<file path="src/rtl/bmpg_pkg.sv">
// Shared constants for the buck mode and power-good controller
package bmpg_pkg;
  localparam int unsigned CLK_HZ = 25_000_000;
  localparam int unsigned LIGHT_LOAD_CYCLES = 32;
  localparam logic [5:0] LIGHT_CNT_W_MAX = 6'h20;
  // Delay choices, in microseconds
  localparam int unsigned DLY0_US = 50;
  localparam int unsigned DLY1_US = 50_000;
  localparam int unsigned DLY2_US = 100_000;
  localparam int unsigned DLY3_US = 200_000;
  localparam int unsigned MASK_US = 5_000;
  localparam int unsigned CYC_PER_US = CLK_HZ / 1_000_000;
  localparam int unsigned DLY0_CYC = DLY0_US * CYC_PER_US;
  localparam int unsigned DLY1_CYC = DLY1_US * CYC_PER_US;
  localparam int unsigned DLY2_CYC = DLY2_US * CYC_PER_US;
  localparam int unsigned DLY3_CYC = DLY3_US * CYC_PER_US;
  localparam int unsigned MASK_CYC = MASK_US * CYC_PER_US;
  localparam logic [1:0] DLY_SEL_RST = 2'h1;
  // Soft-start current limit steps, code 0..3 = 250 mA, 500 mA, 950 mA, 2 A
  localparam logic [1:0] ILIM_STEP_250MA = 2'h0;
  localparam logic [1:0] ILIM_STEP_2A = 2'h3;
  localparam int unsigned SS_STEP_US = 100;
  localparam int unsigned SS_STEP_CYC = SS_STEP_US * CYC_PER_US;
  localparam int unsigned CNT_W = 23;

  typedef enum logic [2:0] {
    BMPG_OFF = 3'b000,
    BMPG_PWM = 3'b001,
    BMPG_PFM_HS = 3'b011,
    BMPG_PFM_LS = 3'b010,
    BMPG_PFM_END = 3'b110,
    BMPG_SLEEP = 3'b111,
    BMPG_FULL_ON = 3'b101
  } bmpg_state_e;
endpackage : bmpg_pkg

</file>
<file path="src/rtl/bmpg_top.sv">
// Two-converter mode control with delayed, masked power-good
// Operation
// RQ1: Pulse mode only after 32 light cycles
// RQ2: Light load: discontinuous or low peak current
// RQ3: High side on until high threshold or limit
// RQ4: Low side on until zero current
// RQ5: At high threshold ramp down, then sleep
// RQ6: Leave sleep below low threshold
// RQ7: Below second low threshold return to PWM
// RQ8: Each converter has own external enable
// RQ9: Automatic mode default, factory force PWM
// RQ10: Disabled: high side off, low side on
// RQ11: Soft start on enable rise, supply ok
// RQ12: Current limit steps 250, 500, 950, 2000 mA
// RQ13: Full duty high side on for dropout
// RQ14: Power-good low when outputs not in range
// RQ15: Delay choice 50us/50/100/200 ms, default 50 ms
// RQ16: Level rise with enable starts delay
// RQ17: Running delay ignores other channel events
// RQ18: Level loss restarts delay, power-good low
// RQ19: Missing second level keeps power-good low
// RQ20: Late enable starts 5 ms high mask
// RQ21: Level still low after mask: low
// RQ22: Delay timer reset and set exclusive
// RQ23: Mask timers gated, outputs ANDed
// RQ24: Supply ok gates all four enables
// RQ25: System keeps converters off at power-up
// RQ26: Timers count oscillator cycles
module bmpg_top (
  input wire logic clk_in,
  input wire logic rst_n_in,
  input wire logic [1:0] dly_sel_in,
  input wire logic force_pwm_in,
  input wire logic supply_ok_in,
  input wire logic buck_one_enable_in,
  input wire logic buck_two_enable_in,
  input wire logic ldo_one_enable_in,
  input wire logic ldo_two_enable_in,
  input wire logic buck_one_level_ok_in,
  input wire logic buck_two_level_ok_in,
  input wire logic [1:0] full_on_req_in,
  input wire logic [1:0] discontinuous_in,
  input wire logic [1:0] below_mode_current_in,
  input wire logic [1:0] above_high_in,
  input wire logic [1:0] below_low_in,
  input wire logic [1:0] below_low2_in,
  input wire logic [1:0] pulse_peak_current_limit_in,
  input wire logic [1:0] zero_current_in,
  input wire logic [1:0] pwm_hs_in,
  output logic [1:0] hs_on_out,
  output logic [1:0] ls_on_out,
  output logic [3:0] ilim_step_out,
  output logic [1:0] pfm_active_out,
  output logic [1:0] ldo_enable_out,
  output logic power_good_n_out,
  output logic power_good_n_oe_out
);
  logic [1:0] en_g;
  logic [1:0] rdy;
  logic [1:0] en_d_r;
  logic [1:0] rdy_d_r;
  logic [1:0] dly_sel_r;
  logic dly_run_r;
  logic dly_done_r;
  logic [bmpg_pkg::CNT_W-1:0] dly_cnt_r;
  logic [1:0] mask_run_r;
  logic [bmpg_pkg::CNT_W-1:0] mask_cnt_r [2];
  logic [1:0] ch_good;
  logic dly_set;
  logic dly_clr;

  function automatic logic [bmpg_pkg::CNT_W-1:0] dly_term(input logic [1:0] sel);
    unique case (sel)
      2'h0: dly_term = bmpg_pkg::CNT_W'(bmpg_pkg::DLY0_CYC - 1);
      2'h1: dly_term = bmpg_pkg::CNT_W'(bmpg_pkg::DLY1_CYC - 1);
      2'h2: dly_term = bmpg_pkg::CNT_W'(bmpg_pkg::DLY2_CYC - 1);
      default: dly_term = bmpg_pkg::CNT_W'(bmpg_pkg::DLY3_CYC - 1);
    endcase
  endfunction

  // RQ24 supply gates enables
  assign en_g = {buck_two_enable_in, buck_one_enable_in} & {2{supply_ok_in}};
  assign rdy = {buck_two_level_ok_in, buck_one_level_ok_in};

  // RQ15 delay select latched
  always_ff @(posedge clk_in) begin
    if (!rst_n_in) begin
      dly_sel_r <= bmpg_pkg::DLY_SEL_RST;
    end else if (en_g == 2'b00) begin
      dly_sel_r <= dly_sel_in;
    end
  end

  always_ff @(posedge clk_in) begin
    if (!rst_n_in) begin
      ldo_enable_out <= 2'b00;
      en_d_r <= 2'b00;
      rdy_d_r <= 2'b00;
    end else begin
      ldo_enable_out <= {ldo_two_enable_in, ldo_one_enable_in} & {2{supply_ok_in}};
      en_d_r <= en_g;
      rdy_d_r <= rdy;
    end
  end

  // RQ16 set on level rise under enable; RQ18 also on level loss
  assign dly_set = (|(en_g & rdy & ~rdy_d_r) && !dly_done_r)
      || |(en_d_r & rdy_d_r & ~rdy);
  // RQ22 clear only when no set
  assign dly_clr = (en_g == 2'b00) && !dly_set;

  // RQ26 delay counter
  always_ff @(posedge clk_in) begin
    if (!rst_n_in || dly_clr) begin
      dly_run_r <= 1'b0;
      dly_done_r <= 1'b0;
      dly_cnt_r <= '0;
    // RQ17 running count ignores others
    end else if (dly_set && !(dly_run_r && !(|(en_d_r & rdy_d_r & ~rdy)))) begin
      dly_run_r <= 1'b1;
      dly_done_r <= 1'b0;
      dly_cnt_r <= '0;
    end else if (dly_run_r) begin
      if (dly_cnt_r == dly_term(dly_sel_r)) begin
        dly_run_r <= 1'b0;
        dly_done_r <= 1'b1;
      end else begin
        dly_cnt_r <= dly_cnt_r + 1'b1;
      end
    end
  end

  // RQ20 mask windows on late enable
  for (genvar i = 0; i < 2; i++) begin : g_mask
    always_ff @(posedge clk_in) begin
      if (!rst_n_in || !en_g[i]) begin
        mask_run_r[i] <= 1'b0;
        mask_cnt_r[i] <= '0;
      end else if (en_g[i] && !en_d_r[i] && dly_done_r) begin
        mask_run_r[i] <= 1'b1;
        mask_cnt_r[i] <= '0;
      end else if (mask_run_r[i]) begin
        if (mask_cnt_r[i] == bmpg_pkg::CNT_W'(bmpg_pkg::MASK_CYC - 1)) begin
          mask_run_r[i] <= 1'b0;
        end else begin
          mask_cnt_r[i] <= mask_cnt_r[i] + 1'b1;
        end
      end
    end
    // RQ23 per channel gated term; RQ21 low level after mask fails
    // Late enable good before mask flop is set
    assign ch_good[i] = mask_run_r[i] || (en_g[i] && !en_d_r[i] && dly_done_r) || rdy[i]
        || (!en_g[i] && !rdy[i] && en_g != 2'b00);
  end

  // RQ14 open drain power good; RQ19 missing level holds low
  always_ff @(posedge clk_in) begin
    if (!rst_n_in) begin
      power_good_n_out <= 1'b0;
      power_good_n_oe_out <= 1'b1;
    end else begin
      power_good_n_out <= 1'b0;
      power_good_n_oe_out <= !(dly_done_r && !dly_set && (&ch_good));
    end
  end

  for (genvar c = 0; c < 2; c++) begin : g_ch
    bmpg_channel u_ch (
      .clk_in(clk_in),
      .rst_n_in(rst_n_in),
      .enable_in(en_g[c]),
      .force_pwm_in(force_pwm_in),
      .full_on_req_in(full_on_req_in[c]),
      .discontinuous_in(discontinuous_in[c]),
      .below_mode_current_in(below_mode_current_in[c]),
      .above_high_in(above_high_in[c]),
      .below_low_in(below_low_in[c]),
      .below_low2_in(below_low2_in[c]),
      .peak_over_limit_in(pulse_peak_current_limit_in[c]),
      .zero_current_in(zero_current_in[c]),
      .pwm_hs_in(pwm_hs_in[c]),
      .hs_on_out(hs_on_out[c]),
      .ls_on_out(ls_on_out[c]),
      .ilim_step_out(ilim_step_out[2*c+1:2*c]),
      .pfm_active_out(pfm_active_out[c])
    );
  end

  // RQ18 level loss pulls low
  a_level_loss: assert property (@(posedge clk_in) disable iff (!rst_n_in)
      |(en_d_r & rdy_d_r & ~rdy) |=> power_good_n_oe_out)
    else $error("power good stayed high after level loss");
  // RQ16 held low while counting
  a_dly_low: assert property (@(posedge clk_in) disable iff (!rst_n_in)
      dly_run_r |=> power_good_n_oe_out)
    else $error("power good released during delay");
  // RQ22 exclusive set and clear
  a_set_clr: assert property (@(posedge clk_in) disable iff (!rst_n_in)
      !(dly_set && dly_clr))
    else $error("delay set and clear together");
  // RQ22 clear empties the timer
  a_clr_effect: assert property (@(posedge clk_in) disable iff (!rst_n_in)
      dly_clr |=> !dly_run_r && !dly_done_r)
    else $error("delay timer not cleared");
  // RQ24 supply gating
  a_uvlo_off: assert property (@(posedge clk_in) disable iff (!rst_n_in)
      !supply_ok_in |=> ldo_enable_out == 2'b00 && ls_on_out == 2'b11 && hs_on_out == 2'b00)
    else $error("regulator active under low supply");
  // RQ20 mask holds high
  a_mask_high: assert property (@(posedge clk_in) disable iff (!rst_n_in)
      (|mask_run_r) && (&(mask_run_r | rdy)) && dly_done_r && !dly_set
      |=> !power_good_n_oe_out)
    else $error("power good low inside mask");
endmodule : bmpg_top

</file>
<file path="src/rtl/bmpg_channel.sv">
// One step-down converter: mode machine, shutdown and soft start
module bmpg_channel (
  input wire logic clk_in,
  input wire logic rst_n_in,
  input wire logic enable_in,
  input wire logic force_pwm_in,
  input wire logic full_on_req_in,
  input wire logic discontinuous_in,
  input wire logic below_mode_current_in,
  input wire logic above_high_in,
  input wire logic below_low_in,
  input wire logic below_low2_in,
  input wire logic peak_over_limit_in,
  input wire logic zero_current_in,
  input wire logic pwm_hs_in,
  output logic hs_on_out,
  output logic ls_on_out,
  output logic [1:0] ilim_step_out,
  output logic pfm_active_out
);
  bmpg_pkg::bmpg_state_e state_r;
  bmpg_pkg::bmpg_state_e state_nxt;
  logic [5:0] light_cnt_r;
  logic [15:0] ss_cnt_r;
  logic en_d_r;
  logic light;

  // RQ2 light load qualifiers
  assign light = discontinuous_in | below_mode_current_in;

  // RQ1 light load persistence
  always_ff @(posedge clk_in) begin
    if (!rst_n_in || !light || state_r != bmpg_pkg::BMPG_PWM) begin
      light_cnt_r <= 6'h00;
    end else if (light_cnt_r != bmpg_pkg::LIGHT_CNT_W_MAX) begin
      light_cnt_r <= light_cnt_r + 6'h01;
    end
  end

  always_comb begin
    state_nxt = state_r;
    unique case (state_r)
      bmpg_pkg::BMPG_OFF: if (enable_in) state_nxt = bmpg_pkg::BMPG_PWM;
      bmpg_pkg::BMPG_PWM: begin
        // RQ13 low dropout hold
        if (full_on_req_in) begin
          state_nxt = bmpg_pkg::BMPG_FULL_ON;
        // RQ9 forced pwm option
        end else if (!force_pwm_in && light_cnt_r == bmpg_pkg::LIGHT_CNT_W_MAX) begin
          state_nxt = bmpg_pkg::BMPG_PFM_HS;
        end
      end
      bmpg_pkg::BMPG_FULL_ON: if (!full_on_req_in) state_nxt = bmpg_pkg::BMPG_PWM;
      // RQ3 high side pulse
      bmpg_pkg::BMPG_PFM_HS: begin
        if (above_high_in) state_nxt = bmpg_pkg::BMPG_PFM_END;
        else if (peak_over_limit_in) state_nxt = bmpg_pkg::BMPG_PFM_LS;
      end
      // RQ4 low side until zero
      bmpg_pkg::BMPG_PFM_LS: begin
        if (zero_current_in && above_high_in) state_nxt = bmpg_pkg::BMPG_SLEEP;
        else if (zero_current_in) state_nxt = bmpg_pkg::BMPG_PFM_HS;
      end
      // RQ5 ramp to zero then sleep
      bmpg_pkg::BMPG_PFM_END: if (zero_current_in) state_nxt = bmpg_pkg::BMPG_SLEEP;
      // RQ6 restart below low
      bmpg_pkg::BMPG_SLEEP: if (below_low_in) state_nxt = bmpg_pkg::BMPG_PFM_HS;
      default: state_nxt = bmpg_pkg::BMPG_OFF;
    endcase
    // RQ7 fall back to pwm
    if (below_low2_in && (state_r == bmpg_pkg::BMPG_PFM_HS || state_r == bmpg_pkg::BMPG_PFM_LS
        || state_r == bmpg_pkg::BMPG_PFM_END || state_r == bmpg_pkg::BMPG_SLEEP)) begin
      state_nxt = bmpg_pkg::BMPG_PWM;
    end
    if (force_pwm_in && state_r != bmpg_pkg::BMPG_OFF && state_r != bmpg_pkg::BMPG_FULL_ON) begin
      state_nxt = bmpg_pkg::BMPG_PWM;
    end
    // RQ10 disable shuts down
    if (!enable_in) state_nxt = bmpg_pkg::BMPG_OFF;
  end

  always_ff @(posedge clk_in) begin
    if (!rst_n_in) begin
      state_r <= bmpg_pkg::BMPG_OFF;
    end else begin
      state_r <= state_nxt;
    end
  end

  // RQ11 soft start on enable edge
  always_ff @(posedge clk_in) begin
    if (!rst_n_in) begin
      en_d_r <= 1'b0;
      ss_cnt_r <= 16'h0000;
      ilim_step_out <= bmpg_pkg::ILIM_STEP_250MA;
    end else begin
      en_d_r <= enable_in;
      if (enable_in && !en_d_r) begin
        ss_cnt_r <= 16'h0000;
        ilim_step_out <= bmpg_pkg::ILIM_STEP_250MA;
      // RQ12 current limit steps
      end else if (enable_in && ilim_step_out != bmpg_pkg::ILIM_STEP_2A) begin
        if (ss_cnt_r == 16'(bmpg_pkg::SS_STEP_CYC - 1)) begin
          ss_cnt_r <= 16'h0000;
          ilim_step_out <= ilim_step_out + 2'h1;
        end else begin
          ss_cnt_r <= ss_cnt_r + 16'h0001;
        end
      end
    end
  end

  // RQ10 switch drive per state
  always_ff @(posedge clk_in) begin
    if (!rst_n_in) begin
      hs_on_out <= 1'b0;
      ls_on_out <= 1'b1;
      pfm_active_out <= 1'b0;
    end else begin
      unique case (state_nxt)
        bmpg_pkg::BMPG_OFF: begin
          hs_on_out <= 1'b0;
          ls_on_out <= 1'b1;
        end
        bmpg_pkg::BMPG_PWM: begin
          hs_on_out <= pwm_hs_in;
          ls_on_out <= !pwm_hs_in;
        end
        bmpg_pkg::BMPG_FULL_ON, bmpg_pkg::BMPG_PFM_HS: begin
          hs_on_out <= 1'b1;
          ls_on_out <= 1'b0;
        end
        bmpg_pkg::BMPG_PFM_LS, bmpg_pkg::BMPG_PFM_END: begin
          hs_on_out <= 1'b0;
          ls_on_out <= 1'b1;
        end
        default: begin
          hs_on_out <= 1'b0;
          ls_on_out <= 1'b0;
        end
      endcase
      pfm_active_out <= state_nxt == bmpg_pkg::BMPG_PFM_HS || state_nxt == bmpg_pkg::BMPG_PFM_LS
          || state_nxt == bmpg_pkg::BMPG_PFM_END || state_nxt == bmpg_pkg::BMPG_SLEEP;
    end
  end

  // RQ1 light load gate
  a_pfm_entry_wait: assert property (@(posedge clk_in) disable iff (!rst_n_in)
      (state_r == bmpg_pkg::BMPG_PWM && state_nxt == bmpg_pkg::BMPG_PFM_HS)
      |-> $past(light) && light_cnt_r == bmpg_pkg::LIGHT_CNT_W_MAX)
    else $error("pfm entered before light load persisted");
  // RQ10 disabled drive
  a_off_discharge: assert property (@(posedge clk_in) disable iff (!rst_n_in)
      !enable_in |=> !hs_on_out && ls_on_out)
    else $error("disabled converter not discharging");
  // RQ6 sleep restart
  a_sleep_wake: assert property (@(posedge clk_in) disable iff (!rst_n_in)
      state_r == bmpg_pkg::BMPG_SLEEP && below_low_in && !below_low2_in && enable_in
      && !force_pwm_in |=> hs_on_out)
    else $error("sleep did not restart");
endmodule : bmpg_channel

</file>
<file path="config.mk">
export PLATFORM = sky130hd
export DESIGN_NAME = bmpg_top
export DESIGN_NICKNAME = d
export VERILOG_FILES = /design/src/rtl/bmpg_pkg.sv /design/src/rtl/bmpg_top.sv /design/src/rtl/bmpg_channel.sv
export SDC_FILE = /design/constraint.sdc
export NUM_CORES = 1
export LEC_CHECK = 0
export BUFFER_PORTS_ARGS = -buffer_cell sky130_fd_sc_hd__buf_2
export CORE_AREA = 2 2 137 139
export DETAILED_ROUTE_END_ITERATION = 16
export DIE_AREA = 0 0 139 141
export PLACE_DENSITY = 0.58
export RECOVER_POWER = 50
export SYNTH_ARGS = -nofsm -noshare
export SYNTH_HDL_FRONTEND = slang
export SYNTH_SLANG_ARGS = --single-unit
</file>
<file path="constraint.sdc">
create_clock -name clk_in -period 3.32 [get_ports clk_in]
set_input_delay 0.332 -clock clk_in [delete_from_list [all_inputs] [get_ports clk_in]]
set_output_delay 0.332 -clock clk_in [all_outputs]
set_load 0.02 [all_outputs]
</file>
==> results.md, run 1 <==
Setup path:
- On the critical path the largest part of the delay comes from compound AO/OA/AOI/OAI gates.
- The maximum net fanout on the critical path is 14.
- The class of the most critical setup path is flip-flop to flip-flop.
- The buffering stage count on the worst path with inverters included is 1.
- The logic depth of the worst register-to-register path is 8.
- The setup slack of the worst register-to-register path is 680 ps.
- The delay of the slowest critical-path stage is 650 ps.
- The worst setup path is captured at a flip-flop.
- The data required time at the worst endpoint is 3620 ps.
- The worst flop-to-flop path startpoint is dly_sel_r[0].
- The cell at the slowest stage of the critical path is a2111oi_0.
- The signal on the critical path passes through inv_1 > ha_1 > xor2_1 > a2111oi_0 > nand4_4 > o21ai_4 > or4_1 > a21oi_1.
- The worst setup path is launched from a flip-flop.
- The worst register-to-register path ends at dly_cnt_r[15].
- The critical path data arrival time is 2940 ps.

Floorplanning:
- In this run the count of I/O pins placed on the die edge is 44.
- The starting utilization of the core area is 0.389.
- The placeable core area is 18300 um2.
- After floorplanning, the core was divided into 50 placement rows.
- The die is between 100 and 150 um tall.
- The x dimension of the die is 139 um.
- The area of the die is 19600 um2.

Yosys:
- The register area share after synthesis is 0.464.
- The async set-reset flop share out of synthesis is 0.
- In the post-synthesis netlist, the cell with the most instances is nor2_1.
- Ranked by instance count, the synthesized netlist is headed by 128 x nor2_1, 96 x dfxtp_1, 59 x xor2_1.
- The number of distinct standard cells referenced by the synthesized netlist is 50.
- Counting every instance in the synthesized netlist gives 778.
- The post-synthesis instance area is 7110 um2.
- The share of synthesized area in the top cell type comes to 0.270.
- The most common flop cell mapped by yosys is dfxtp_1.
- Yosys mapped a number of flops with a built-in enable equal to between 40 and 50.
- The number of warnings issued by yosys is 0.
- The synthesized design spends more area on one cell type than any other, namely dfxtp_1.
- In the post-synthesis netlist, the biggest area contributors are dfxtp_1 27%, edfxtp_1 19%, xor2_1 7.3%, nor2_1 6.8%, xnor2_1 4.6%.
- After synthesis the netlist holds a flip-flop and latch count of around 140.
- The net count after synthesis is 824.
- The mean post-synth cell area is roughly 9 um2.

Place:
- The placed wire-length estimate is 10500 um.
- The routability-driven placement congestion ratio is 0.769.
- During placement, the flow inserted port buffers numbering 42.
- Prior to clock tree synthesis, the placed netlist has a worst setup slack of about 690 ps.
- The total placed instance area is approximately 7500 um2.
- The placed instance count is 1032.

Cells and area:
- The number of diodes added for antenna fixing is 0.
- The number of standard cells in the final layout excluding fillers is 1064.
- From synthesis to final layout, the design area changed by 13.1%.
- The net count of the finished layout is roughly 860.
- After routing the design area is 8040 um2.
- The filler cell count is between 1500 and 2000.
- Of the cells placed in the final design, the portion with a size suffix greater than 1 is 0.0807.
- Measured on the finished design, the core utilization comes to 0.440.

Power and ir drop:
- IR analysis of the VDD net gives a maximum drop of roughly 360 uV.
- Total power for the finished layout comes to ~3.8 mW.
- The static leakage power is 2.80 nW.
- The cell area power density is roughly 470 nW/um2.

STA:
- The maximum clock rate is 0.379 GHz.
- Counting I/O delays and the setup requirement, the final critical path takes roughly 2600 ps.
- Setup repair after global routing left no endpoint under its margin.
- The worst hold slack after final layout is 142 ps.
- The max-slew violation total from the final report is 0.
- Once routing completed, OpenROAD measured the worst setup slack at 680 ps.
- In this run the tightest slew margin relative to its limit is 0.155.
- The final hold violation count is 0.
- Setup violations remaining at the end of the flow were counted as 0.
- The final clock skew is 6.29 ps.
- The slew of the pin with the lowest slew margin is 1270 ps.
- In the final timing run, aggregate negative setup slack is 0 ps.
- Dividing the final minimum period by the clock period gives 0.795.

Routing:
- The pre-antenna-repair detailed-routing pass consisted of 4 iterations.
- Using the TritonRoute via totals, the vias-per-cell ratio works out to 5.12.
- The per-cell routed wire length is 13.8 um.
- After detailed routing, the total wire length is 14700 um.
- The number of nets with antenna violations after routing is 0.
- In the routed design, unresolved DRC markers number 0.
- The number of DRC markers in iteration 0 is 328.
- The routed layout has between 5000 and 6000 vias.

Job:
- The tool flagged a number of max-cap violations equal to 0.

CTS:
- After clock tree synthesis, the repair step resized 0 gates.
- The clock tree synthesis step divided the H-tree into 4 levels.
- After clock tree synthesis, the flow added hold-fix buffers numbering 0.
- Clock latency on the worst-skew pair, taken at its later pin, is 420 ps.
- The clock-pin slew reported for the worst setup and hold paths after clock tree synthesis is 60 ps.
- The clock sink total is 142.
- The number of buffers added for setup after CTS is 0.
- The clock tree from TritonCTS is done.
- The longest clock path from root to sink contains 2 buffers.
- The root cell of the clock tree is clkbuf_16.
- TritonCTS created 17 clock buffers.

Global route:
- The first global-routing pass estimated 24900 um of wire.
- The via count of the first global-routing pass is 5112.
- For this run the aggregate overflow at the end of global routing stands at 0.
- The total global routing track utilization is 0.156.
- The number of antenna violations at the first check in global routing is 0.
- The pin count of the biggest net entering global routing is 24.

Min path:
- The beginning of the worst hold path is dly_sel_in[0].
- The class of the tightest hold or removal check is primary input to flip-flop.
- The worst hold path passes through 3 cells.
- The end point of the most critical hold path is dly_sel_r[0].

Outcome:
- The run finished with clean final reports.
[report_power, final]
group	internal [mW]	switching, mW	total, mW
sequential	1.82	0.0322	1.85
combinational	0.0613	0.0986	0.160
clock	1.08	0.705	1.79
total	2.97	0.835	3.80
[per-layer routing]
layer	vias to the layer above	track usage	wire length [um]
met3	13	0.0336	491
met2	76	0.248	6710
met5	-	0	0
li1	2802	-	-
met4	0	0.0558	192
met1	2553	0.212	7260
[logic make-up after synthesis]
group,count (synthesis),synth area share
XOR/XNOR,96,0.118
flip-flops,142,0.464
multiplexers,6,0.00845
AND/OR/NAND/NOR,388,0.274
adder cells (fa/ha/maj),16,0.0281
other,1,0.000527
buffers and inverters,50,0.0320
AO/OA/AOI/OAI,79,0.0737
[layout make-up]
class | instances | area, um2 | share of cell area
clock inverters | 7 | 63.8 | 0.00794
flip-flops and latches | 142 | 3300 | 0.411
clock buffers | 25 | 485 | 0.0604
multi-input cells | 586 | 3580 | 0.445
repair buffers | 48 | 233 | 0.0289
inverters | 22 | 82.6 | 0.0103
well taps | 234 | 293 | 0.0364
[how the worst max path moves through the flow]
| stage | startpoint | endpoint | slack, ps | cells past startpoint |
|---|---|---|---|---|
| final | dly_sel_r[0] | dly_cnt_r[15] | 680 | 8 |
| after CTS | dly_sel_r[0] | dly_cnt_r[15] | 670 | 8 |
| after global placement | dly_sel_r[0] | dly_cnt_r[0] | 770 | 8 |
| after global routing | dly_sel_r[0] | dly_cnt_r[13] | 500 | 8 |
| after detailed placement | dly_sel_r[0] | dly_cnt_r[9] | 690 | 8 |
| after floorplan | dly_sel_r[0] | dly_cnt_r[0] | 990 | 9 |
[layout by cell type (no fill, tap or decap), drive strengths merged, types with 10 or more instances in the layout]
| cell type | Yosys | final |
|---|---|---|
| a21oi | 24 | 24 |
| and2 | 10 | 10 |
| and3 | 19 | 19 |
| buf | 13 | 32 |
| clkbuf | 15 | 41 |
| dfxtp | 96 | 96 |
| edfxtp | 46 | 46 |
| ha | 16 | 16 |
| inv | 22 | 22 |
| nand2 | 54 | 54 |
| nand2b | 15 | 15 |
| nand3 | 54 | 54 |
| nand4 | 21 | 21 |
| nor2 | 128 | 128 |
| nor3 | 26 | 26 |
| o21ai | 24 | 24 |
| or3 | 13 | 13 |
| xnor2 | 37 | 37 |
| xor2 | 59 | 59 |
[worst register-to-register path, cell delays in order (launching register included)]
cell	delay (ps)
dfxtp_1	420
inv_1	110
ha_1	300
xor2_1	170
a2111oi_0	650
nand4_4	270
o21ai_4	380
or4_1	170
a21oi_1	60
[state kept, by name (all words and copies together) (netlist names)]
signal and count:
mask_cnt_r 46, g_ch.u_ch.ss_cnt_r 32, dly_cnt_r 23, g_ch.u_ch.light_cnt_r 12, g_ch.u_ch.state_r 6, g_ch.u_ch.ilim_step_out 4
dly_sel_r 2, en_d_r 2, g_ch.u_ch.hs_on_out 2, g_ch.u_ch.ls_on_out 2, g_ch.u_ch.pfm_active_out 2, ldo_enable_out 2
mask_run_r 2, rdy_d_r 2, dly_done_r 1, dly_run_r 1, power_good_n_oe_out 1
Power figures use the tool's default switching activity.
==> inputs of run 2 (changes only) <==
--- a/config.mk
+++ b/config.mk
@@ -9,7 +9,7 @@
 export CORE_AREA = 2 2 137 139
 export DETAILED_ROUTE_END_ITERATION = 16
 export DIE_AREA = 0 0 139 141
-export PLACE_DENSITY = 0.58
+export PLACE_DENSITY = 0.6
 export RECOVER_POWER = 50
 export SYNTH_ARGS = -nofsm -noshare
 export SYNTH_HDL_FRONTEND = slang
==> constraint.sdc (replaced) <==
create_clock -name clk_in -period 2.26 [get_ports clk_in]
set_input_delay 0.226 -clock clk_in [delete_from_list [all_inputs] [get_ports clk_in]]
set_output_delay 0.226 -clock clk_in [all_outputs]
set_load 0.02 [all_outputs]
==> run 2 against run 1 <==
  * Die area unchanged
  * Critical path depth increased by 2
  * Clock power rose by 47%
  * Final cell count is 4.3% higher
  * Power increased by 48%
  * The flow now finishes with violations (negative setup slack)
  * Maximum frequency is 13% higher
  * Largest power group unchanged
  * Register-to-register slack got worse by 750 ps
  * First-iteration DRC count rose by 22%
  * Global-route usage grew 0.40 points
  * Routed wire length up 3.4%
  * Via count grew 3.8%
==> results.md, run 2 (same netlist as run 1, synthesis figures left out) <==
Power and ir drop:
- The worst-case IR drop observed on VDD is 568 uV.
- In this run the power density over the cells is 658 nW/um2.
- The design draws 5.63 mW.
- Summed over all cells, the static leakage comes to 3.08 nW.

CTS:
- The TritonCTS buffer count is 17.
- The clock latency on the worst-skew pair is 420 ps.
- The largest buffer count on any clock path is 2.
- The hold-fix buffer count after cts is 0.
- The H-tree depth is 4.
- TritonCTS built the clock tree.
- The tree is rooted in a clkbuf_16.
- Clock-pin slew was measured on the worst setup and hold paths at about 60 ps.
- Clock tree synthesis found a total of 142 sinks.

Routing:
- Dividing the detail-routed wire length by the instance count gives 13.7 um.
- The detailed-route vias per instance is around 5.
- In the final routing, the length of wire on met1 measures 7300 um.
- The detail route stage leaves a number of antenna-violating nets equal to 0.
- The detailed-routing iteration count for the pre-antenna-repair pass is 4.
- The total wirelength of the detailed-routed design is 15200 um.
- The routed via count is around 5600.
- The top metal layer carrying routed signals is met4.
- Summed over all nets, wire length on met3 after detailed routing comes to around 600 um.
- The first routing iteration left 401 violations.
- After detailed routing, the number of remaining DRC violations is 0.
- The total met2 wirelength after detailed routing is 7020 um.

Place:
- In this run the tool buffered the top-level ports with between 40 and 50 buffer cells.
- Timing analysis after detailed placement gives a worst setup slack of -94.1 ps.
- Once detailed placement completed, the half-perimeter wirelength came to ~11000 um.
- The routability-driven placement congestion ratio is 0.839.

Floorplanning:
- The area of the die is 19600 um2.
- The placeable core area is 18300 um2.
- 44 I/O pins were placed.
- The starting utilization of the core area is 0.389.
- The vertical extent of the die is about 140 um.
- The floorplan has 50 rows.
- The floorplan step set the die width to 139 um.

STA:
- The final clock skew is 8.25 ps.
- Setup slack on the critical path of the routed design comes to -68.0 ps.
- The maximum clock rate is 0.430 GHz.
- Counting I/O delays and the setup requirement, the final critical path takes 2330 ps.
- The final setup violation count is 7.
- Headroom to the max-slew limit came out at 0.633.
- At the pin with the least slew margin, the transition time is ~550 ps.
- The final hold violation count was 0.
- The max-slew violation total from the final report is 0.
- The post-route clock period utilization is 1.03.
- In the final timing run, aggregate negative setup slack is -133 ps.
- Setup repair after global routing could not meet its margin everywhere.

Setup path:
- Along the worst path, the maximum fanout reaches 4.
- The class of the most critical setup path is flip-flop to flip-flop.
- At the worst endpoint, the arrival time is 2640 ps.
- The delay of the slowest critical-path stage is roughly 470 ps.
- The data required time at the worst endpoint is 2570 ps.
- The element type at the critical path start is a flip-flop.
- The slowest stage of the critical path belongs to the cell or4b_4.
- STA classifies the critical path endpoint as a flip-flop.
- Counting stages on the worst path, the most repeated cell is buf_6.
- The critical path goes through inv_2 > ha_4 > or4b_4 > a2111oi_4 > nand4_4 > buf_6 > buf_6 > o21ai_4 > xnor2_1 > and2_1.

Outcome:
- The checks that failed: negative setup slack.
- The run finished, with violations left.

Global route:
- The number of antenna violations at the first check in global routing was 0.
- The overall overflow remaining after global route is 0.
- The via count of the first global-routing pass came to 5419.
- The first global-routing pass estimated approximately 26000 um of wire.
- The total global routing track utilization is 0.160.
- Entering global routing, the biggest net connects 24 pins.

Cells and area:
- The net count of the finished layout is 909.
- The growth of design area from synthesis to finish is 20.4%.
- The register with the most flip-flops in the layout has 46 of them.
- The share of final-layout standard cells stronger than drive strength 1 is 0.152.
- The number of diodes added for antenna fixing is 0.
- The utilization after layout is 0.469.
- The top register by number of flip-flops is mask_cnt_r.
- The most common cell after layout, fill and taps aside is nor2_1.
- The library cells used most frequently in the layout, excluding fill and tap cells, are 127 x nor2_1, 94 x dfxtp_1, 59 x xor2_1.
- The largest registers in the layout are mask_cnt_r: 46 flops, g_ch.u_ch.ss_cnt_r: 32 flops, dly_cnt_r: 23 flops.

Min path:
- The class of the tightest hold or removal check is primary input to flip-flop.

Job:
- The tool flagged a number of max-cap violations equal to 0.
run 2: cell count changes in the layout (fill, tap and decap cells not counted), moves of 3 or more:
cell	delta
buf_4	+36
buf_12	+3
buf_6	+3
clkbuf_16	+3
o21ai_1	-3
o21ai_2	+3
run 2: cell type report:
| type | instances | area, um2 |
|---|---|---|
| fillers | 1744 | 9700 |
| multi-input cells | 586 | 3690 |
| flip-flops and latches | 142 | 3310 |
| repair buffers | 94 | 638 |
| clock buffers | 27 | 529 |
| well taps | 234 | 293 |
| inverters | 22 | 82.6 |
| clock inverters | 5 | 28.8 |
run 2: worst max-delay path, delay by kind of cell (launching register included):
| family | cells | cell delay, ps |
|---|---|---|
| AND/OR/NAND/NOR | 3 | 820 |
| AO/OA/AOI/OAI | 2 | 510 |
| flip-flops | 1 | 330 |
| XOR/XNOR | 1 | 80 |
| buffers and inverters | 3 | 350 |
| adder cells (fa/ha/maj) | 1 | 140 |
run 2: path summary, 6_finish.rpt:
path / depth (start not counted) / slack [ps] / to / startpoint
worst max-delay path: 10 / -70 / dly_cnt_r[4] / dly_sel_r[0]
worst min-delay path: 2 / 30 / g_ch[1].u_ch.ls_on_out / pwm_hs_in[1]
worst max register to register: 10 / -70 / dly_cnt_r[4] / dly_sel_r[0]
worst min register to register: 2 / 500 / g_ch[0].u_ch.ss_cnt_r[1] / g_ch[0].u_ch.ss_cnt_r[1]
run 2: per-stage QoR:
step / instances / hold slack, ps / cell area (um2)
floorplan: 778 / 332 / 7120
global placement: 1070 / 460 / 7840
detailed placement: 1070 / 455 / 7840
CTS: 1109 / 8.63 / 8530
global route: 1110 / 26.8 / 8560
finish: 1110 / 25.5 / 8560
run 2: timing repair:
item,CTS,global route
endpoints found under the setup margin,15,63
setup buffers,6,1
gates resized for setup,16,15
gates cloned,1,0
pin swaps,15,13
run 2: where the power goes:
part | switching [mW] | internal [mW] | total (mW)
clock network | 1.03 | 1.60 | 2.63
registers | 0.0422 | 2.67 | 2.72
logic | 0.166 | 0.122 | 0.288
run 2: routing by layer:
metal  track usage  up-vias
met3        0.0408       16
li1              -     2893
met5             0        -
met4        0.0627        0
met1         0.209     2665
met2         0.257       75
==> inputs of run 3 (changes only) <==
--- a/config.mk
+++ b/config.mk
@@ -9,7 +9,7 @@
 export CORE_AREA = 2 2 137 139
 export DETAILED_ROUTE_END_ITERATION = 16
 export DIE_AREA = 0 0 139 141
-export PLACE_DENSITY = 0.6
+export PLACE_DENSITY_LB_ADDON = 0.25
 export RECOVER_POWER = 50
 export SYNTH_ARGS = -nofsm -noshare
 export SYNTH_HDL_FRONTEND = slang
==> constraint.sdc (replaced) <==
create_clock -name clk_in -period 2.76 [get_ports clk_in]
set_input_delay 0.276 -clock clk_in [delete_from_list [all_inputs] [get_ports clk_in]]
set_output_delay 0.276 -clock clk_in [all_outputs]
set_load 0.02 [all_outputs]
==> run 3 against run 2 <==
  * The flow now finishes without violations
  * Core utilization is 2.3 points lower
  * Hold slack better by 57 ps
  * Final cell count down 3.2%
  * Routed wire length decreased by 3.3%
  * Setup slack better by 330 ps
  * Clock power shrank 12%
  * Final area decreased by 4.8%
  * Critical path depth decreased by 2
  * Largest power group is now the clock network
==> results.md, run 3 (same netlist as run 1, synthesis figures left out) <==
Outcome:
- The flow ran to the end, and the final reports show no timing, DRC or antenna violations.

STA:
- The relative max-transition margin is 0.384.
- Setup repair after global routing left no endpoint under its margin.
- The post-route clock period utilization is 0.905.
- Timing would allow up to 0.400 GHz.
- For the pin with the worst max-slew slack, the measured transition is 924 ps.
- The final hold violation count is 0.
- Between clock sinks in the finished design, the worst skew comes to 12.1 ps.
- After routing, the total negative slack on setup checks comes to 0 ps.
- The least setup slack across all paths after layout is ~260 ps.
- The shortest period the worst path allows is 2500 ps.
- The final setup violation count is 0.
- The max-slew violation total from the final report is 0.

CTS:
- In this run, CTS created clock tree buffers numbering 17.
- The H-tree depth is 4.
- TritonCTS built the clock tree.
- After clock tree synthesis, the clock-pin slew on the worst setup and hold paths is roughly 60 ps.
- The number of buffers added for setup after CTS is 0.
- The number of instances resized during post-cts repair is 0.
- The clock sink total is ~140.
- The clock reaches the later pin of the worst-skew pair after 420 ps.
- The hold-fix buffer count after cts is 0.
- In this run the deepest clock path goes through 2 buffers.
- CTS placed an instance of clkbuf_16 at the clock tree root.

Setup path:
- The worst setup path is launched from a flip-flop.
- The class of the most critical setup path is flip-flop to flip-flop.
- At the worst endpoint, the arrival time is 2800 ps.
- Along the worst path, the maximum fanout reaches 14.
- The data required time at the worst endpoint is 3060 ps.
- The capturing element type of the critical path is a flip-flop.

Global route:
- Across every metal layer, demand over resource in global routing totals 0.155.
- The number of antenna violations at the first check in global routing is 0.
- The via count of the first global-routing pass was 5112.
- Entering global routing, the biggest net connects 24 pins.
- The overall overflow remaining after global route is 0.
- The first-pass GRT wire length is 24700 um.

Place:
- The routability-driven placement congestion ratio is 0.794.
- Once detailed placement completed, the half-perimeter wirelength came to 10600 um.
- The number of I/O port buffers is 42.
- The worst slack at placement is 313 ps.

Floorplanning:
- In this run the count of I/O pins placed on the die edge is 44.
- The placeable core area is 18300 um2.
- The vertical extent of the die is 141 um.
- The area of the die is 19600 um2.
- For this configuration, the core starts out at a cell density of 0.389.
- The floorplan step set the die width to 139 um.
- The initialized floorplan defines 50 standard-cell rows.

Cells and area:
- The repair_antennas step left the layout with diodes totalling 0.
- The most common cell after layout, fill and taps aside is nor2_1.
- The register with the most flip-flops in the final layout is mask_cnt_r.
- Leaving out fill and tap cells, the most frequent cells in the layout are 128 x nor2_1, 96 x dfxtp_1, 59 x xor2_1.
- The net count of the finished layout is 874.
- In the final layout, the share of cells above drive strength 1 is 0.0880.
- The filler cell count is 1805.
- The number of flip-flops in the largest register is 46.
- The growth of design area from synthesis to finish is 14.6%.
- The largest registers in the layout are mask_cnt_r: 46 flops, g_ch.u_ch.ss_cnt_r: 32 flops, dly_cnt_r: 23 flops.

Power and ir drop:
- Power spread over the standard cell area amounts to 581 nW/um2.
- Summed over all cells, the static leakage comes to around 2.9 nW.
- The worst-case IR drop observed on VDD is around 440 uV.

Routing:
- The detailed-route vias per instance is 5.01.
- The routed design has 14700 um of wire.
- The number of remaining DRC errors is 0.
- The number of nets with antenna violations after routing is 0.
- In the final routed layout, each cell accounts on average for 13.6 um.
- The detailed router placed roughly 5400 vias in this run.
- The number of DRC markers in iteration 0 is 357.
- The first TritonRoute pass finished after 4 iterations.

Min path:
- The min-delay analysis places its worst path in the category primary input to flip-flop.

Job:
- The tool flagged a number of max-cap violations equal to 0.
-- run 3: cell count changes in the layout (fill, tap and decap cells not counted), moves of 3 or more --
cell	previous run	this run
buf_4	41	11
buf_6	3	0
clkbuf_16	20	17
o21ai_1	4	7
clkinv_1	0	3
buf_12	3	0
o21ai_2	4	1
clkinv_2	4	0
-- run 3: final cells by class --
class | instances | area [um2] | area share
Clock buffer | 23 | 488 | 0.0599
Multi-Input combinational cell | 586 | 3580 | 0.439
Timing Repair Buffer | 59 | 298 | 0.0365
Inverter | 22 | 82.6 | 0.0101
Clock inverter | 9 | 105 | 0.0129
Tap cell | 234 | 293 | 0.0359
Sequential cell | 142 | 3300 | 0.405
-- run 3: worst paths after layout --
path | slack [ps] | cells after the start | end | from
hold / removal | 80 | 3 | dly_sel_r[0] | dly_sel_in[0]
setup / recovery | 260 | 8 | dly_cnt_r[11] | dly_sel_r[0]
setup reg to reg | 260 | 8 | dly_cnt_r[11] | dly_sel_r[0]
hold reg to reg | 500 | 2 | g_ch[0].u_ch.ss_cnt_r[1] | g_ch[0].u_ch.ss_cnt_r[1]
-- run 3: layer usage --
layer	vias to the layer above	global-route usage	share of wire
met4	0	0.0585	0.019
met2	72	0.243	0.45
met5	-	0	0
met1	2486	0.208	0.49
met3	17	0.0401	0.041
li1	2816	-	-
-- run 3: per-stage QoR --
stage / hold slack [ps] / cells / cell area [um2] / util / total power [mW]
after floorplan: 382 / 778 / 7110 / - / 2.40
after global placement: 489 / 1043 / 7600 / 0.416 / 2.48
after detailed placement: 491 / 1043 / 7600 / 0.416 / 2.47
after CTS: 65.0 / 1075 / 8190 / 0.448 / 4.79
after global routing: 88.9 / 1075 / 8150 / 0.446 / 4.90
final: 83.0 / 1075 / 8150 / 0.446 / 4.73
-- run 3: worst max-delay path: stages (launching register included) --
cell and delay, ps:
dfxtp_1 420, inv_1 110, ha_1 300, or3_1 370, a22oi_1 210, o2111ai_2 310
o21ai_4 410, or3_1 180, a21oi_1 70
-- run 3: report_power, final --
group	switching (mW)	internal [mW]
registers	0.0371	2.19
logic	0.122	0.0771
clock network	0.881	1.43
total	1.04	3.69
